==> config.mk <==
export PLATFORM = sky130hd
export DESIGN_NAME = flash_write_port_protect
export DESIGN_NICKNAME = d
export VERILOG_FILES = /design/src/flash_write_port_pkg.sv /design/src/flash_write_port_protect.sv
export VERILOG_INCLUDE_DIRS = /design/src
export SDC_FILE = /design/constraint.sdc
export NUM_CORES = 1
export LEC_CHECK = 0
export BUFFER_PORTS_ARGS = -buffer_cell sky130_fd_sc_hd__buf_4
export CORE_ASPECT_RATIO = 1.75
export CORE_UTILIZATION = 47
export DETAILED_ROUTE_END_ITERATION = 8
export PLACE_DENSITY = 0.7
export SYNTH_ARGS = -nofsm -noshare
export SYNTH_HDL_FRONTEND = slang
export SYNTH_SLANG_ARGS = --single-unit
==> constraint.sdc <==
create_clock -name CLOCK -period 5.8 [get_ports CLOCK]
set_input_delay 1.16 -clock CLOCK [delete_from_list [all_inputs] [get_ports CLOCK]]
set_output_delay 1.16 -clock CLOCK [all_outputs]
set_load 0.03 [all_outputs]
==> src/flash_write_port_consts.svh <==
// constants for the flash write port: address widths per density, die select bit
// assumes inclusion by the package and the design file only
`ifndef FLASH_WRITE_PORT_CONSTS_SVH
`define FLASH_WRITE_PORT_CONSTS_SVH
`define ADDR_W_64M      22
`define ADDR_W_128M     23
`define ADDR_W_256M     24
`define ADDR_W_512M     25
`define DIE_SEL_BIT     25
`define DATA_W          16
`define WORD_RESET      16'h0000
`define ADDR_RESET      26'h0000000
`define SYNC_RESET      5'h0F
`endif

==> src/flash_write_port_pkg.sv <==
// types shared by the flash write port
// assumes the constants header is on the include path
`include "flash_write_port_consts.svh"
package flash_write_port_pkg;
   typedef enum logic [1:0]
   {
      DENS_64M  = 2'h0,
      DENS_128M = 2'h1,
      DENS_256M = 2'h2,
      DENS_512M = 2'h3
   } density_t;

   typedef logic [`DATA_W-1:0] word_t;
   typedef logic [`DIE_SEL_BIT:0] addr_t;
endpackage : flash_write_port_pkg

==> src/flash_write_port_protect.sv <==
// write side of a parallel flash host port with lock-down and supply lockout gating
// assumes all host pins are asynchronous to CLOCK and sampled through two flops
`timescale 1ns/1ps
`include "flash_write_port_consts.svh"

// Functional notes
// - capture address and data on write strobe rising edge as the write event.
// - lock guard low enables lock-down; locked-down blocks refuse unlock and stay locked.
// - lock guard high ignores lock-down; program and erase accepted.
// - program supply at lockout level blocks program and erase.
// - core supply at lockout level inhibits all array writes.
// - address width follows density: 22, 23, 24 or 25 bits.
// - dual-die part: address bit 25 high selects top die; match position.
// - data lines are inputs on writes, drive read data on reads.
// - data drivers released when chip select or output enable deasserted.
// - chip select low activates die; high deselects and releases outputs.
module flash_write_port_protect
   import flash_write_port_pkg::*;
#(
   parameter flash_write_port_pkg::density_t DENSITY = flash_write_port_pkg::DENS_512M,
   parameter bit                             DUAL_DIE = 1'b0,
   parameter bit                             TOP_DIE  = 1'b0
)
(
   // clock and reset
   input  wire logic                     CLOCK,
   input  wire logic                     RST,
   input  wire logic                     CLK_EN,
   // host control pins
   input  wire logic                     CE_N,
   input  wire logic                     OE_N,
   input  wire logic                     WE_N,
   input  wire logic                     LOCK_GUARD_N,
   // host address and data pins
   input  wire flash_write_port_pkg::addr_t ADDR,
   input  wire flash_write_port_pkg::word_t DQ_IN,
   output logic [`DATA_W-1:0]            DQ_OUT,
   output logic                          DQ_OE,
   // supply monitors, high while at or below lockout
   input  wire logic                     PROGRAM_SUPPLY_LOCKOUT_LEVEL,
   input  wire logic                     CORE_LOCKOUT_LEVEL,
   // array side
   input  wire flash_write_port_pkg::word_t READ_DATA,
   input  wire logic                     LOCKED_DOWN,
   output logic [`DIE_SEL_BIT:0]         WR_ADDR,
   output logic [`DATA_W-1:0]            WR_DATA,
   output logic                          WR_EVENT,
   output logic                          WR_ALLOWED,
   output logic                          LOCKDOWN_EN
);
   import flash_write_port_pkg::*;

   localparam int AW = (DENSITY == DENS_64M)  ? `ADDR_W_64M  :
                       (DENSITY == DENS_128M) ? `ADDR_W_128M :
                       (DENSITY == DENS_256M) ? `ADDR_W_256M : `ADDR_W_512M;

   // refuse a die pair built from anything but two 256-Mbit halves
   if (DUAL_DIE && DENSITY != DENS_256M)
   begin : bad_die_cfg
      $error("dual-die arrangement needs two 256-Mbit dies");
   end

   typedef struct packed {
      logic [4:0]  ce_s;     // second stage: four control pins plus the program supply monitor
      logic [4:0]  ce_m;
      word_t       dq_m;
      word_t       dq_s;
      addr_t       a_m;
      addr_t       a_s;
      logic        we_prev;
      word_t       dq_out;
      logic        dq_oe;
      addr_t       wr_addr;
      word_t       wr_data;
      logic        wr_event;
      logic        wr_allowed;
      logic        lockdown_en;
   } state_t;

   state_t st_ff;
   state_t nxt_st;

   // mask address to the density width; die bit always cleared here, the caller restores it for dual-die
   function automatic addr_t mask_addr(input addr_t a);
      addr_t m;
      m = '0;
      for (int i = 0; i < AW; i++)
         m[i] = a[i];
      return m;
   endfunction : mask_addr

   logic ce_n_s;
   logic oe_n_s;
   logic we_n_s;
   logic guard_n_s;
   logic vpp_lo_s;
   logic die_hit;

   // second-stage outputs only; first stage feeds nothing else
   assign ce_n_s    = st_ff.ce_s[0];
   assign oe_n_s    = st_ff.ce_s[1];
   assign we_n_s    = st_ff.ce_s[2];
   assign guard_n_s = st_ff.ce_s[3];
   assign vpp_lo_s  = st_ff.ce_s[4];

   assign die_hit = !DUAL_DIE || (st_ff.a_s[`DIE_SEL_BIT] == TOP_DIE);

   always_comb
   begin
      nxt_st = st_ff;
      nxt_st.ce_m = {PROGRAM_SUPPLY_LOCKOUT_LEVEL, LOCK_GUARD_N, WE_N, OE_N, CE_N};
      nxt_st.ce_s = st_ff.ce_m;
      nxt_st.dq_m = DQ_IN;
      nxt_st.dq_s = st_ff.dq_m;
      nxt_st.a_m  = ADDR;
      nxt_st.a_s  = st_ff.a_m;
      nxt_st.we_prev  = we_n_s;
      nxt_st.wr_event = 1'b0;
      nxt_st.lockdown_en = !guard_n_s;
      // core monitor is same-domain, so read without sync
      // supply lockouts, guard high overrides lock-down
      nxt_st.wr_allowed = !vpp_lo_s && !CORE_LOCKOUT_LEVEL
                          && (guard_n_s || !LOCKED_DOWN);
      // strobe rising edge with chip selected
      if (!st_ff.we_prev && we_n_s && !ce_n_s && die_hit)
      begin
         nxt_st.wr_addr  = mask_addr(st_ff.a_s);
         if (DUAL_DIE)
            nxt_st.wr_addr[`DIE_SEL_BIT] = st_ff.a_s[`DIE_SEL_BIT];
         nxt_st.wr_data  = st_ff.dq_s;
         // core lockout blocks the event entirely
         nxt_st.wr_event = !CORE_LOCKOUT_LEVEL;
      end
      // drive only on a selected read
      nxt_st.dq_oe  = !ce_n_s && !oe_n_s && we_n_s && die_hit;
      nxt_st.dq_out = nxt_st.dq_oe ? READ_DATA : `WORD_RESET;
   end

   always_ff @(posedge CLOCK or posedge RST)
   begin
      if (RST)
      begin
         st_ff <= '0;
         // pins read as idle, so no false strobe edge after reset
         st_ff.ce_m <= `SYNC_RESET;
         st_ff.ce_s <= `SYNC_RESET;
         st_ff.we_prev <= 1'b1;
      end
      else if (CLK_EN)
         st_ff <= nxt_st;
   end

   assign DQ_OUT      = st_ff.dq_out;
   assign DQ_OE       = st_ff.dq_oe;
   assign WR_ADDR     = st_ff.wr_addr;
   assign WR_DATA     = st_ff.wr_data;
   assign WR_EVENT    = st_ff.wr_event;
   assign WR_ALLOWED  = st_ff.wr_allowed;
   assign LOCKDOWN_EN = st_ff.lockdown_en;

   release_dq_a: assert property (@(posedge CLOCK) disable iff (RST)
      CLK_EN && $past(CLK_EN) && ($past(ce_n_s) || $past(oe_n_s)) |-> !DQ_OE)
      else $error("data drivers on while deselected");

   strobe_event_a: assert property (@(posedge CLOCK) disable iff (RST)
      WR_EVENT && $past(CLK_EN) |-> $past(we_n_s) && !$past(st_ff.we_prev))
      else $error("write event without strobe rise");

   lockdown_guard_a: assert property (@(posedge CLOCK) disable iff (RST)
      $past(CLK_EN) |-> LOCKDOWN_EN == !$past(guard_n_s))
      else $error("lock-down flag disagrees with guard");

   // guard high never blocks on lock
   guard_override_a: assert property (@(posedge CLOCK) disable iff (RST)
      !$past(RST) && $past(CLK_EN) && $past(guard_n_s) && !$past(vpp_lo_s)
      && !$past(CORE_LOCKOUT_LEVEL) |-> WR_ALLOWED)
      else $error("write refused with guard high");

   vpp_lock_a: assert property (@(posedge CLOCK) disable iff (RST)
      $past(CLK_EN) && $past(vpp_lo_s) |-> !WR_ALLOWED)
      else $error("write allowed under program supply lockout");

   core_lock_a: assert property (@(posedge CLOCK) disable iff (RST)
      $past(CLK_EN) && $past(CORE_LOCKOUT_LEVEL) |-> !WR_EVENT && !WR_ALLOWED)
      else $error("write under core lockout");

   addr_width_a: assert property (@(posedge CLOCK) disable iff (RST)
      (WR_ADDR & ~(mask_addr('1) | {DUAL_DIE, {`DIE_SEL_BIT{1'b0}}})) == '0)
      else $error("address above density width");

   die_select_a: assert property (@(posedge CLOCK) disable iff (RST)
      WR_EVENT && DUAL_DIE |-> WR_ADDR[`DIE_SEL_BIT] == TOP_DIE)
      else $error("wrong die accepted write");

   read_drive_a: assert property (@(posedge CLOCK) disable iff (RST)
      DQ_OE |-> !$past(ce_n_s) && $past(we_n_s))
      else $error("drivers on during write or deselect");

   read_data_a: assert property (@(posedge CLOCK) disable iff (RST)
      DQ_OE && $past(CLK_EN) |-> DQ_OUT == $past(READ_DATA))
      else $error("read word differs from array data");

   deselect_event_a: assert property (@(posedge CLOCK) disable iff (RST)
      WR_EVENT && $past(CLK_EN) |-> !$past(ce_n_s))
      else $error("write event while deselected");

   freeze_hold_a: assert property (@(posedge CLOCK) disable iff (RST)
      !$past(CLK_EN) && !$past(RST) |-> $stable(WR_DATA) && $stable(WR_ADDR))
      else $error("captured word moved while enable low");
endmodule : flash_write_port_protect

After elaboration in Yosys (flattened, before gate mapping)
Index checks and enable logic that the tools add are counted.
{"block": "op_classes", "reduce_logical": 15, "muxes": 2}
{"operator": "$mux W16", "n": 1}
{"operator": "$logic_not A1 Y1", "n": 7}
{"operator": "$logic_and A1 B1 Y1", "n": 6}
{"operator": "$reduce_and A2 Y1", "n": 1}
{"operator": "$logic_or A1 B1 Y1", "n": 1}
{"operator": "$mux W1", "n": 1}
{"block": "word_totals", "in_bits": 68, "elab_cells": 31, "regBits": 154}

Longest topological paths before layout
Gate-level depths: netlist (run 1).
{"block": "depth", "ltp_word": 4, "depth_mapped": 5, "depth_no_buf": 2}

Least setup slack after synthesis (run 1)
Ideal clock, no wire load.
{"block": "synth_path", "kind": "input to register", "from": "input CLK_EN", "to": "register st_ff, in the netlist WR_ADDR[0]", "arrival_time_ps": 2070, "n_path_buf": 3, "cell_stages": 5, "setup_slack_ps": 3605, "setup_time_ps": 125, "cell_sequence": "clkbuf_1 -> and4bb_1 -> buf_6 -> buf_6 -> mux2_4"}
{"block": "synth_via", "elab_chain_len": 1}
{"item": "start, declared", "line": "flash_write_port_protect.sv:28", "rtl": "input wire logic CLK_EN,"}
{"item": "$reduce_and A2 Y1 (no source line)"}
{"item": "end signal, assigned", "line": "flash_write_port_protect.sv:150", "rtl": "st_ff <= nxt_st;"}
{"item": "end, declared", "line": "flash_write_port_protect.sv:80", "rtl": "state_t st_ff;"}
No other way between the ends.
A chain may end at the register's enable or synchronous reset.

Worst setup path after layout (run 1)
{"block": "layout_path", "from": "input CLK_EN", "to": "register st_ff, in the netlist WR_DATA[14]"}
Same word-level chain as after synthesis.

==> impl_metrics.tcl, run 1 <==
set metrics [dict create \
    crit_path_end_kind "register" \
    viasPerCell 4.85 \
    syn-mean-instance-area_um2 14.9 \
    worst-setup-path-type "in -> reg" \
    required_ns 6.08 \
    synth_edf_count 0 \
    yosysTopAreaCell "dfrtp_1" \
    dp_cells 653 \
    cts-root-buf "clkbuf_16" \
    grt-ovfl-total 0 \
    dr.pass1.iters 4 \
    grt_setup_unrepaired "no" \
    arrival_ns 3.18 \
    timing.max_cap.violations 0 \
    cp-start-kind "input port" \
    port_buffers 127 \
    htree_levels 4 \
    final_core_util_pct 56.9 \
    critPathMaxFanout 72 \
    yosys-top-cells-area "dfrtp_1 57%, mux2_2 17%, mux2_4 9.4%, buf_4 6.8%, dfstp_2 3.7%" \
    placed_cell_area_mm2 0.00704 \
    fin_skew_ns 0.00958 \
    ys.warnings.count 0 \
    cts.sinks 154 \
    fin_crit_sh_pct 50.0 \
    holdWs_ns 0.495 \
    worst_slew_pin_slew_ns 0.969 \
    cts_tree "done" \
    p_leak_nw 3.51 \
    coreArea_mm2 0.0134 \
    areaGrowthSynthToFinish_pct 18.6 \
    place.gp.congestion 0.697 \
    nets 566 \
    vdd_drop_max_uv 208 \
    fin_setup_tns_ns 0 \
    grt_use_met1_pct 20.4 \
    regArea_mm2 0.00386 \
    dieWidth_um 90.3 \
    dieArea_mm2 0.0141 \
    synth_top_cell_area_share_pct 56.5 \
    multi_input_area_mm2 0.00191 \
    fin_cells 684 \
    antenna_found_initial 0 \
    grt_busiest_layer "met2" \
    ys_seq_elements 154 \
    rows 56 \
    grt_pass1_wl_mm 18.0 \
    clk_pin_slew_worst_paths_ns 0.06 \
    fin_crit_ns 2.90 \
    diodes 0 \
    cts_hold_buf 0 \
    max_slew_margin_pct 35.4 \
    clk_path_buf_depth 2 \
    setup_viol 0 \
    wl_per_cell_um 15.8 \
    cts_resized 0 \
    grt_util_met2_pct 27.1 \
    stdcell_area_mm2 0.00761 \
    num_io_pins 130 \
    drc 0 \
    drt-total-wl_mm 10.8 \
    synthCells 430 \
    fmax_mhz 345 \
    synthesis.area_mm2 0.00642 \
    cts_buffers 17 \
    synthArstFlopShare_pct 100 \
    p_per_area_mw_per_mm2 460 \
    post_cts_buffers 0 \
    initial_utilization_pct 48.0 \
    finalMaxSlewViolations 0 \
    dieHeight_um 157 \
    drive_gt1_share_pct 60.2 \
    dp_hpwl_mm 7.06 \
    track_usage_pct 16.4 \
    vias 3319 \
    hp-class "reg -> reg" \
    detail-route-antenna-nets 0 \
    grt_max_degree 98 \
    final_hold_viol_count 0 \
    synth_nets 498 \
    yosys.cell_count.top_type "dfrtp_1" \
    grt_pass1_vias 3502 \
    clock_latency_ns 0.41 \
    dr.first_iter.drc_count 85 \
    status "finished, final reports clean" \
    grt_use_met3_pct 4.42 \
    n_fill_cell 1083 \
    yosysUniqueCellTypes 20 \
    synthTopCellsByCount "145 x dfrtp_1, 95 x mux2_2, 58 x buf_4" \
    seq_area_frac_synth_pct 60.2 \
    ys.flop_type "dfrtp_1" \
]
[routing by layer]
| layer | up-vias | routed length, µm |
|---|---|---|
| met1 | 1691 | 4440 |
| met4 | 0 | 229 |
| met3 | 13 | 436 |
| met5 | - | 0 |
| li1 | 1532 | - |
| met2 | 83 | 5710 |
[kinds of logic after synthesis]
group / after synthesis / share of synthesized area [%]
simple gates: 22 / 1.66
mux: 137 / 26.3
compound gates: 17 / 1.70
buf+inv: 99 / 10.0
flops: 154 / 60.2
other cells: 1 / 0.0584
[layout make-up]
class,count,share of cell area (%)
timing repair buffer,129,12.7
sequential,154,50.8
clock buffer,21,6.31
tap,174,2.86
inverter,19,1.00
multi-input combinational,177,25.1
clock inverter,10,1.22
[flip-flops by register name, summed over array words and instances (netlist names)]
register,count
nxt_st,47
DQ_OUT,16
ce_n_s,1
WR_DATA,16
WR_ALLOWED,1
LOCKDOWN_EN,1
WR_ADDR,25
st_ff,43
DQ_OE,1
WR_EVENT,1
oe_n_s,1
guard_n_s,1
[worst max-delay path, stage by stage]
cell and delay (ns):
buf_4 0.58, and4bb_4 0.98, mux2_2 0.41
[final timing paths]
path                                  from           to  slack [ns]  cells past startpoint
worst max-delay path                CLK_EN  WR_DATA[14]        2.90                      3
worst min-delay path             st_ff[74]  WR_ADDR[11]        0.49                      1
worst max register to register  nxt_st[62]  WR_DATA[14]        3.79                      2
worst min register to register   st_ff[74]  WR_ADDR[11]        0.49                      1
max in group asynchronous              RST  nxt_st[123]        3.58                      3
min in group asynchronous              RST  LOCKDOWN_EN        0.92                      2
[power breakdown]
group          switching (W)  total (W)  internal (W)
Clock               0.000418    0.00105      0.000633
Combinational       0.000511    0.00100      0.000490
Sequential          0.000134    0.00145       0.00132
[stage by stage]
step / power (W) / setup slack [ns]
4_1_cts: 0.00355 / 2.89
2_1_floorplan: 0.00233 / 0.505
3_5_place_dp: 0.00249 / 2.43
3_3_place_gp: 0.00246 / 2.48
6_report: 0.00351 / 2.90
5_1_grt: 0.00367 / 2.77
[placed cells by master, fill, tap and decap left out, drive strengths merged, types with 2 or more instances in the layout]
cell      synthesis  final
dfrtp           145    145
mux2            135    135
buf              77    129
clkbuf            3     21
inv              19     20
nand2            16     16
o22ai            16     16
dfstp             9      9
clkinvlp          0      4
clkinv            0      4
mux2i             2      2
No activity file was read; power rests on OpenSTA's default activity.
==> run 2, diff against run 1 <==
--- a/config.mk
+++ b/config.mk
@@ -10,7 +10,7 @@
 export CORE_ASPECT_RATIO = 1.75
 export CORE_UTILIZATION = 47
 export DETAILED_ROUTE_END_ITERATION = 8
-export PLACE_DENSITY = 0.7
+export PLACE_DENSITY = 0.73
 export SYNTH_ARGS = -nofsm -noshare
 export SYNTH_HDL_FRONTEND = slang
 export SYNTH_SLANG_ARGS = --single-unit
==> constraint.sdc (replaced) <==
create_clock -name CLOCK -period 2.3 [get_ports CLOCK]
set_input_delay 0.46 -clock CLOCK [delete_from_list [all_inputs] [get_ports CLOCK]]
set_output_delay 0.46 -clock CLOCK [all_outputs]
set_load 0.03 [all_outputs]
==> run 2 against run 1 <==
Sequential power rose to 2.5 times the previous value. Final cell count up 0.58%. Critical endpoint unchanged. Hold slack worse by 0.22 ns. Sequential share of layout area down 0.65 points. Highest routed layer unchanged.
==> impl_metrics.tcl, run 2 (same netlist as run 1, synthesis figures left out) <==
set metrics [dict create \
    worst-setup-path-type "reg -> reg" \
    p_leak_nw 3.56 \
    required_ns 2.60 \
    post-place-ws_ns 0.450 \
    track_usage_pct 16.3 \
    dieWidth_um 90.3 \
    reg2reg_to "WR_DATA[14]" \
    n_fill_cell 1081 \
    cp-start-kind "register" \
    grt_pass1_vias 3631 \
    hp-start "OE_N" \
    arrival_ns 1.92 \
    drive_gt1_share_pct 60.3 \
    htree_levels 4 \
    dr.pass1.iters 4 \
    detail-route-antenna-nets 0 \
    viasPerCell 4.88 \
    setup_viol 0 \
    port_buffers 127 \
    drc 0 \
    grt_setup_unrepaired "no" \
    vdd_drop_max_uv 630 \
    placed_cell_area_mm2 0.00709 \
    largest_reg_flops 47 \
    p_per_area_mw_per_mm2 1180 \
    final_hold_viol_count 0 \
    drt-total-wl_mm 10.8 \
    fmax_mhz 616 \
    stdcell_area_mm2 0.00771 \
    clk_pin_slew_worst_paths_ns 0.06 \
    fin_skew_ns 0.00793 \
    cts_buffers 17 \
    dp_cells 655 \
    rows 56 \
    antenna_found_initial 0 \
    dieHeight_um 157 \
    wl_per_cell_um 15.7 \
    hold_depth 2 \
    coreArea_mm2 0.0134 \
    timing.max_cap.violations 0 \
    clock_latency_ns 0.41 \
    areaGrowthSynthToFinish_pct 20.2 \
    cts_resized 0 \
    cts_tree "done" \
    max_slew_margin_pct 52.0 \
    critPathSlowestCell "dfstp_2" \
    initial_utilization_pct 48.0 \
    layout_commonest_cell "dfrtp_1" \
    reg2reg_depth 3 \
    dieArea_mm2 0.0141 \
    worst_path_largest_cell_delay_ns 0.57 \
    grt_max_degree 114 \
    place.gp.congestion 0.716 \
    status "finished, final reports clean" \
    grt_pass1_wl_mm 17.9 \
    dr.first_iter.drc_count 108 \
    rrSetupSlack_ns 0.68 \
    fin_cells 688 \
    diodes 0 \
    r2r_start "nxt_st[62]" \
    hp-class "in -> reg" \
    critPathMaxFanout 41 \
    fin_crit_ns 1.62 \
    min_to "nxt_st[153]" \
    path_cells "and4bb_4 > buf_12 > mux2_2" \
    fin_crit_sh_pct 70.6 \
    setup_ws_ns 0.676 \
    num_io_pins 130 \
    worst_slew_pin_slew_ns 0.720 \
    cts.sinks 154 \
    final_cell_mix "145 x dfrtp_1, 128 x buf_4, 95 x mux2_2, 40 x mux2_4, 18 x inv_1" \
    nets 569 \
    finalMaxSlewViolations 0 \
    grt-ovfl-total 0 \
    vias 3354 \
    cts-root-buf "clkbuf_16" \
    multi_input_area_mm2 0.00191 \
    clk_path_buf_depth 2 \
    dp_hpwl_mm 7.12 \
    regArea_mm2 0.00386 \
    crit_path_end_kind "register" \
    finalPower_w 0.00907 \
]
-- run 2: worst max path at each step --
stage / startpoint / to / depth (start not counted)
floorplan: RST / DQ_OE / 1
global placement: CLK_EN / WR_DATA[14] / 4
detailed placement: CLK_EN / WR_DATA[14] / 4
CTS: nxt_st[62] / WR_DATA[14] / 3
global route: nxt_st[62] / WR_DATA[14] / 3
finish: nxt_st[62] / WR_DATA[14] / 3
-- run 2: area by class of cell --
type | instances | area share, %
well taps | 174 | 2.82
repair buffers | 132 | 13.4
flip-flops and latches | 154 | 50.1
clock buffers | 17 | 5.52
clock inverters | 15 | 2.40
inverters | 19 | 0.973
multi-input cells | 177 | 24.8
-- run 2: layer usage --
| layer | routed length (µm) | track usage [%] | vias to the layer above | share of wire (%) |
|---|---|---|---|---|
| met4 | 269 | 8.06 | 0 | 2.5 |
| met3 | 305 | 3.45 | 16 | 2.8 |
| met5 | 0 | 0 | - | 0 |
| met1 | 4440 | 19.3 | 1714 | 41 |
| met2 | 5810 | 28.0 | 73 | 54 |
| li1 | - | - | 1551 | - |
-- run 2: critical path, delay by kind of cell, from the launching register on --
kind	cells	cell delay, ns
flip-flops	1	0.57
buffers and inverters	1	0.31
AND/OR/NAND/NOR	1	0.25
multiplexers	1	0.37
-- run 2: timing repair --
| item | 4_1_cts | 5_1_grt |
|---|---|---|
| hold endpoints to repair | 2 | 0 |
| buffers inserted | 0 | 0 |
| hold buffers | 1 | 0 |
-- run 2: report_power, final --
part / switching, W / internal, W
Sequential: 0.000344 / 0.00332
Combinational: 0.00129 / 0.00124
Clock: 0.00113 / 0.00173
Total: 0.00277 / 0.00630
-- run 2: metrics by stage --
| step | setup TNS [ns] | hold WS [ns] | util [%] |
|---|---|---|---|
| final | 0 | 0.280 | 57.6 |
| after floorplan | -14.15 | 0.475 | - |
| after global routing | 0 | 0.259 | 57.6 |
| after global placement | 0 | 0.354 | 53.0 |
| after CTS | 0 | 0.257 | 57.6 |
| after detailed placement | 0 | 0.359 | 53.0 |
==> run 3, diff against run 2 <==
--- a/config.mk
+++ b/config.mk
@@ -10,7 +10,7 @@
 export CORE_ASPECT_RATIO = 1.75
 export CORE_UTILIZATION = 47
 export DETAILED_ROUTE_END_ITERATION = 8
-export PLACE_DENSITY = 0.73
+export PLACE_DENSITY = 0.7
 export SYNTH_ARGS = -nofsm -noshare
 export SYNTH_HDL_FRONTEND = slang
 export SYNTH_SLANG_ARGS = --single-unit
==> constraint.sdc (replaced) <==
create_clock -name CLOCK -period 1.6 [get_ports CLOCK]
set_input_delay 0.32 -clock CLOCK [delete_from_list [all_inputs] [get_ports CLOCK]]
set_output_delay 0.32 -clock CLOCK [all_outputs]
set_load 0.03 [all_outputs]
==> run 3 against run 2 <==
Setup slack got worse by 0.61 ns. Final cell count rose by 0.44%. Largest power group unchanged. Largest cell class unchanged. Combinational power rose by 45%. Highest routed layer unchanged. Clock power rose by 41%. Wire length fell by 0.25%. Clock skew fell by 0.00066 ns. Register-to-register slack got worse by 0.61 ns. Flip-flop and latch count did not move. Critical path depth did not move. Hold slack got worse by 0.14 ns. Utilization rose by 0.44 points.
==> impl_metrics.tcl, run 3 (same netlist as run 1, synthesis figures left out) <==
set metrics [dict create \
    status "finished, final reports clean" \
    grt_max_degree 105 \
    fin_setup_tns_ns 0 \
    stdcell_area_mm2 0.00777 \
    dieArea_mm2 0.0141 \
    cts.sinks 154 \
    drt-total-wl_mm 10.8 \
    vdd_drop_max_uv 867 \
    p_leak_nw 3.58 \
    fin_crit_ns 1.53 \
    cp-start-kind "register" \
    clk_path_buf_depth 2 \
    placed_cell_area_mm2 0.00715 \
    grt_setup_unrepaired "no" \
    grt-ovfl-total 0 \
    largest_reg_flops 47 \
    clk_pin_slew_worst_paths_ns 0.06 \
    setup_ws_ns 0.0658 \
    antenna_found_initial 0 \
    drive_gt1_share_pct 60.7 \
    finalMaxSlewViolations 0 \
    cts_tree "done" \
    final_cell_mix "145 x dfrtp_1, 128 x buf_4, 95 x mux2_2, 40 x mux2_4, 18 x inv_1" \
    hp-class "in -> reg" \
    cts_buffers 17 \
    arrival_ns 1.82 \
    fin_skew_ns 0.00727 \
    post-place-ws_ns 0.0707 \
    dieWidth_um 90.3 \
    finalPower_w 0.0130 \
    port_buffers 127 \
    track_usage_pct 16.2 \
    drc 0 \
    worst-setup-path-type "reg -> reg" \
    nets 572 \
    clock_latency_ns 0.41 \
    dieHeight_um 157 \
    cts-root-buf "clkbuf_16" \
    max_slew_margin_pct 66.4 \
    post_cts_buffers 0 \
    p_per_area_mw_per_mm2 1670 \
    hold_depth 2 \
    detail-route-antenna-nets 0 \
    htree_levels 4 \
    rows 56 \
    viasPerCell 4.86 \
    fin_crit_sh_pct 95.9 \
    fmax_mhz 652 \
    wl_per_cell_um 15.6 \
    crit_path_end_kind "register" \
    place.gp.congestion 0.723 \
    timing.max_cap.violations 0 \
    dp_hpwl_mm 7.19 \
    reg2reg_depth 3 \
    required_ns 1.89 \
    layout_commonest_cell "dfrtp_1" \
    final_hold_viol_count 0 \
    dr.pass1.iters 4 \
    coreArea_mm2 0.0134 \
    areaGrowthSynthToFinish_pct 21.1 \
    num_io_pins 130 \
    grt_pass1_vias 3551 \
    worst_slew_pin_slew_ns 0.504 \
    critPathMaxFanout 22 \
    initial_utilization_pct 48.0 \
    vias 3359 \
    grt_pass1_wl_mm 17.8 \
    dr.first_iter.drc_count 109 \
    setup_viol 0 \
    diodes 0 \
]
==> run 3: cell count changes in the layout (fill, tap and decap cells not counted), moves of 2 or more <==
| cell | before | now |
|---|---|---|
| buf_12 | 3 | 6 |
| clkbuf_8 | 0 | 2 |
| clkinv_2 | 3 | 1 |
| clkinvlp_4 | 2 | 4 |
==> run 3: report_power, final <==
part	switching (W)	internal, W
Combinational	0.00186	0.00181
Clock	0.00162	0.00242
Sequential	0.000499	0.00478
Total	0.00398	0.00901
==> run 3: what timing repair did <==
item	CTS	global route
hold buffers	1	0
resized for setup	0	1
hold endpoints to repair	3	0
endpoints found under the setup margin	0	2
==> run 3: critical path: stages, from the launching register on <==
cell	delay, ns
dfstp_2	0.57
and4bb_4	0.29
buf_12	0.22
mux2_4	0.32
==> run 3: worst paths after layout <==
check / startpoint / slack (ns) / endpoint
setup / recovery: nxt_st[62] / 0.07 / WR_ADDR[24]
hold / removal: DQ_IN[12] / 0.14 / nxt_st[127]
setup reg to reg: nxt_st[62] / 0.07 / WR_ADDR[24]
hold reg to reg: nxt_st[86] / 0.50 / st_ff[86]
max in group asynchronous: RST / 0.63 / DQ_OUT[0]
min in group asynchronous: RST / 0.40 / st_ff[87]
==> run 3: final cells by class <==
type                            count  area, µm²
Fill cell                        1065       5610
Sequential cell                   154       3860
Multi-Input combinational cell    177       1920
Timing Repair Buffer              135       1090
Clock buffer                       19        453
Tap cell                          174        218
Clock inverter                     13        154
Inverter                           19       75.1
==> run 3: per-layer routing <==
metal / GRT usage (%) / share of wire [%] / vias up
met3: 3.64 / 3.3 / 23
met5: 0 / 0 / -
met2: 27.2 / 53 / 80
li1: - / - / 1549
met1: 19.5 / 41 / 1707
met4: 8.29 / 3.1 / 0
==> run 3: through the flow <==
step / instances / hold slack, ns / util, %
after floorplan: 430 / 0.462 / -
after CTS: 691 / 0.119 / 58.0
after detailed placement: 658 / 0.265 / 53.4
final: 691 / 0.139 / 58.1
after global routing: 691 / 0.121 / 58.1
after global placement: 658 / 0.259 / 53.4
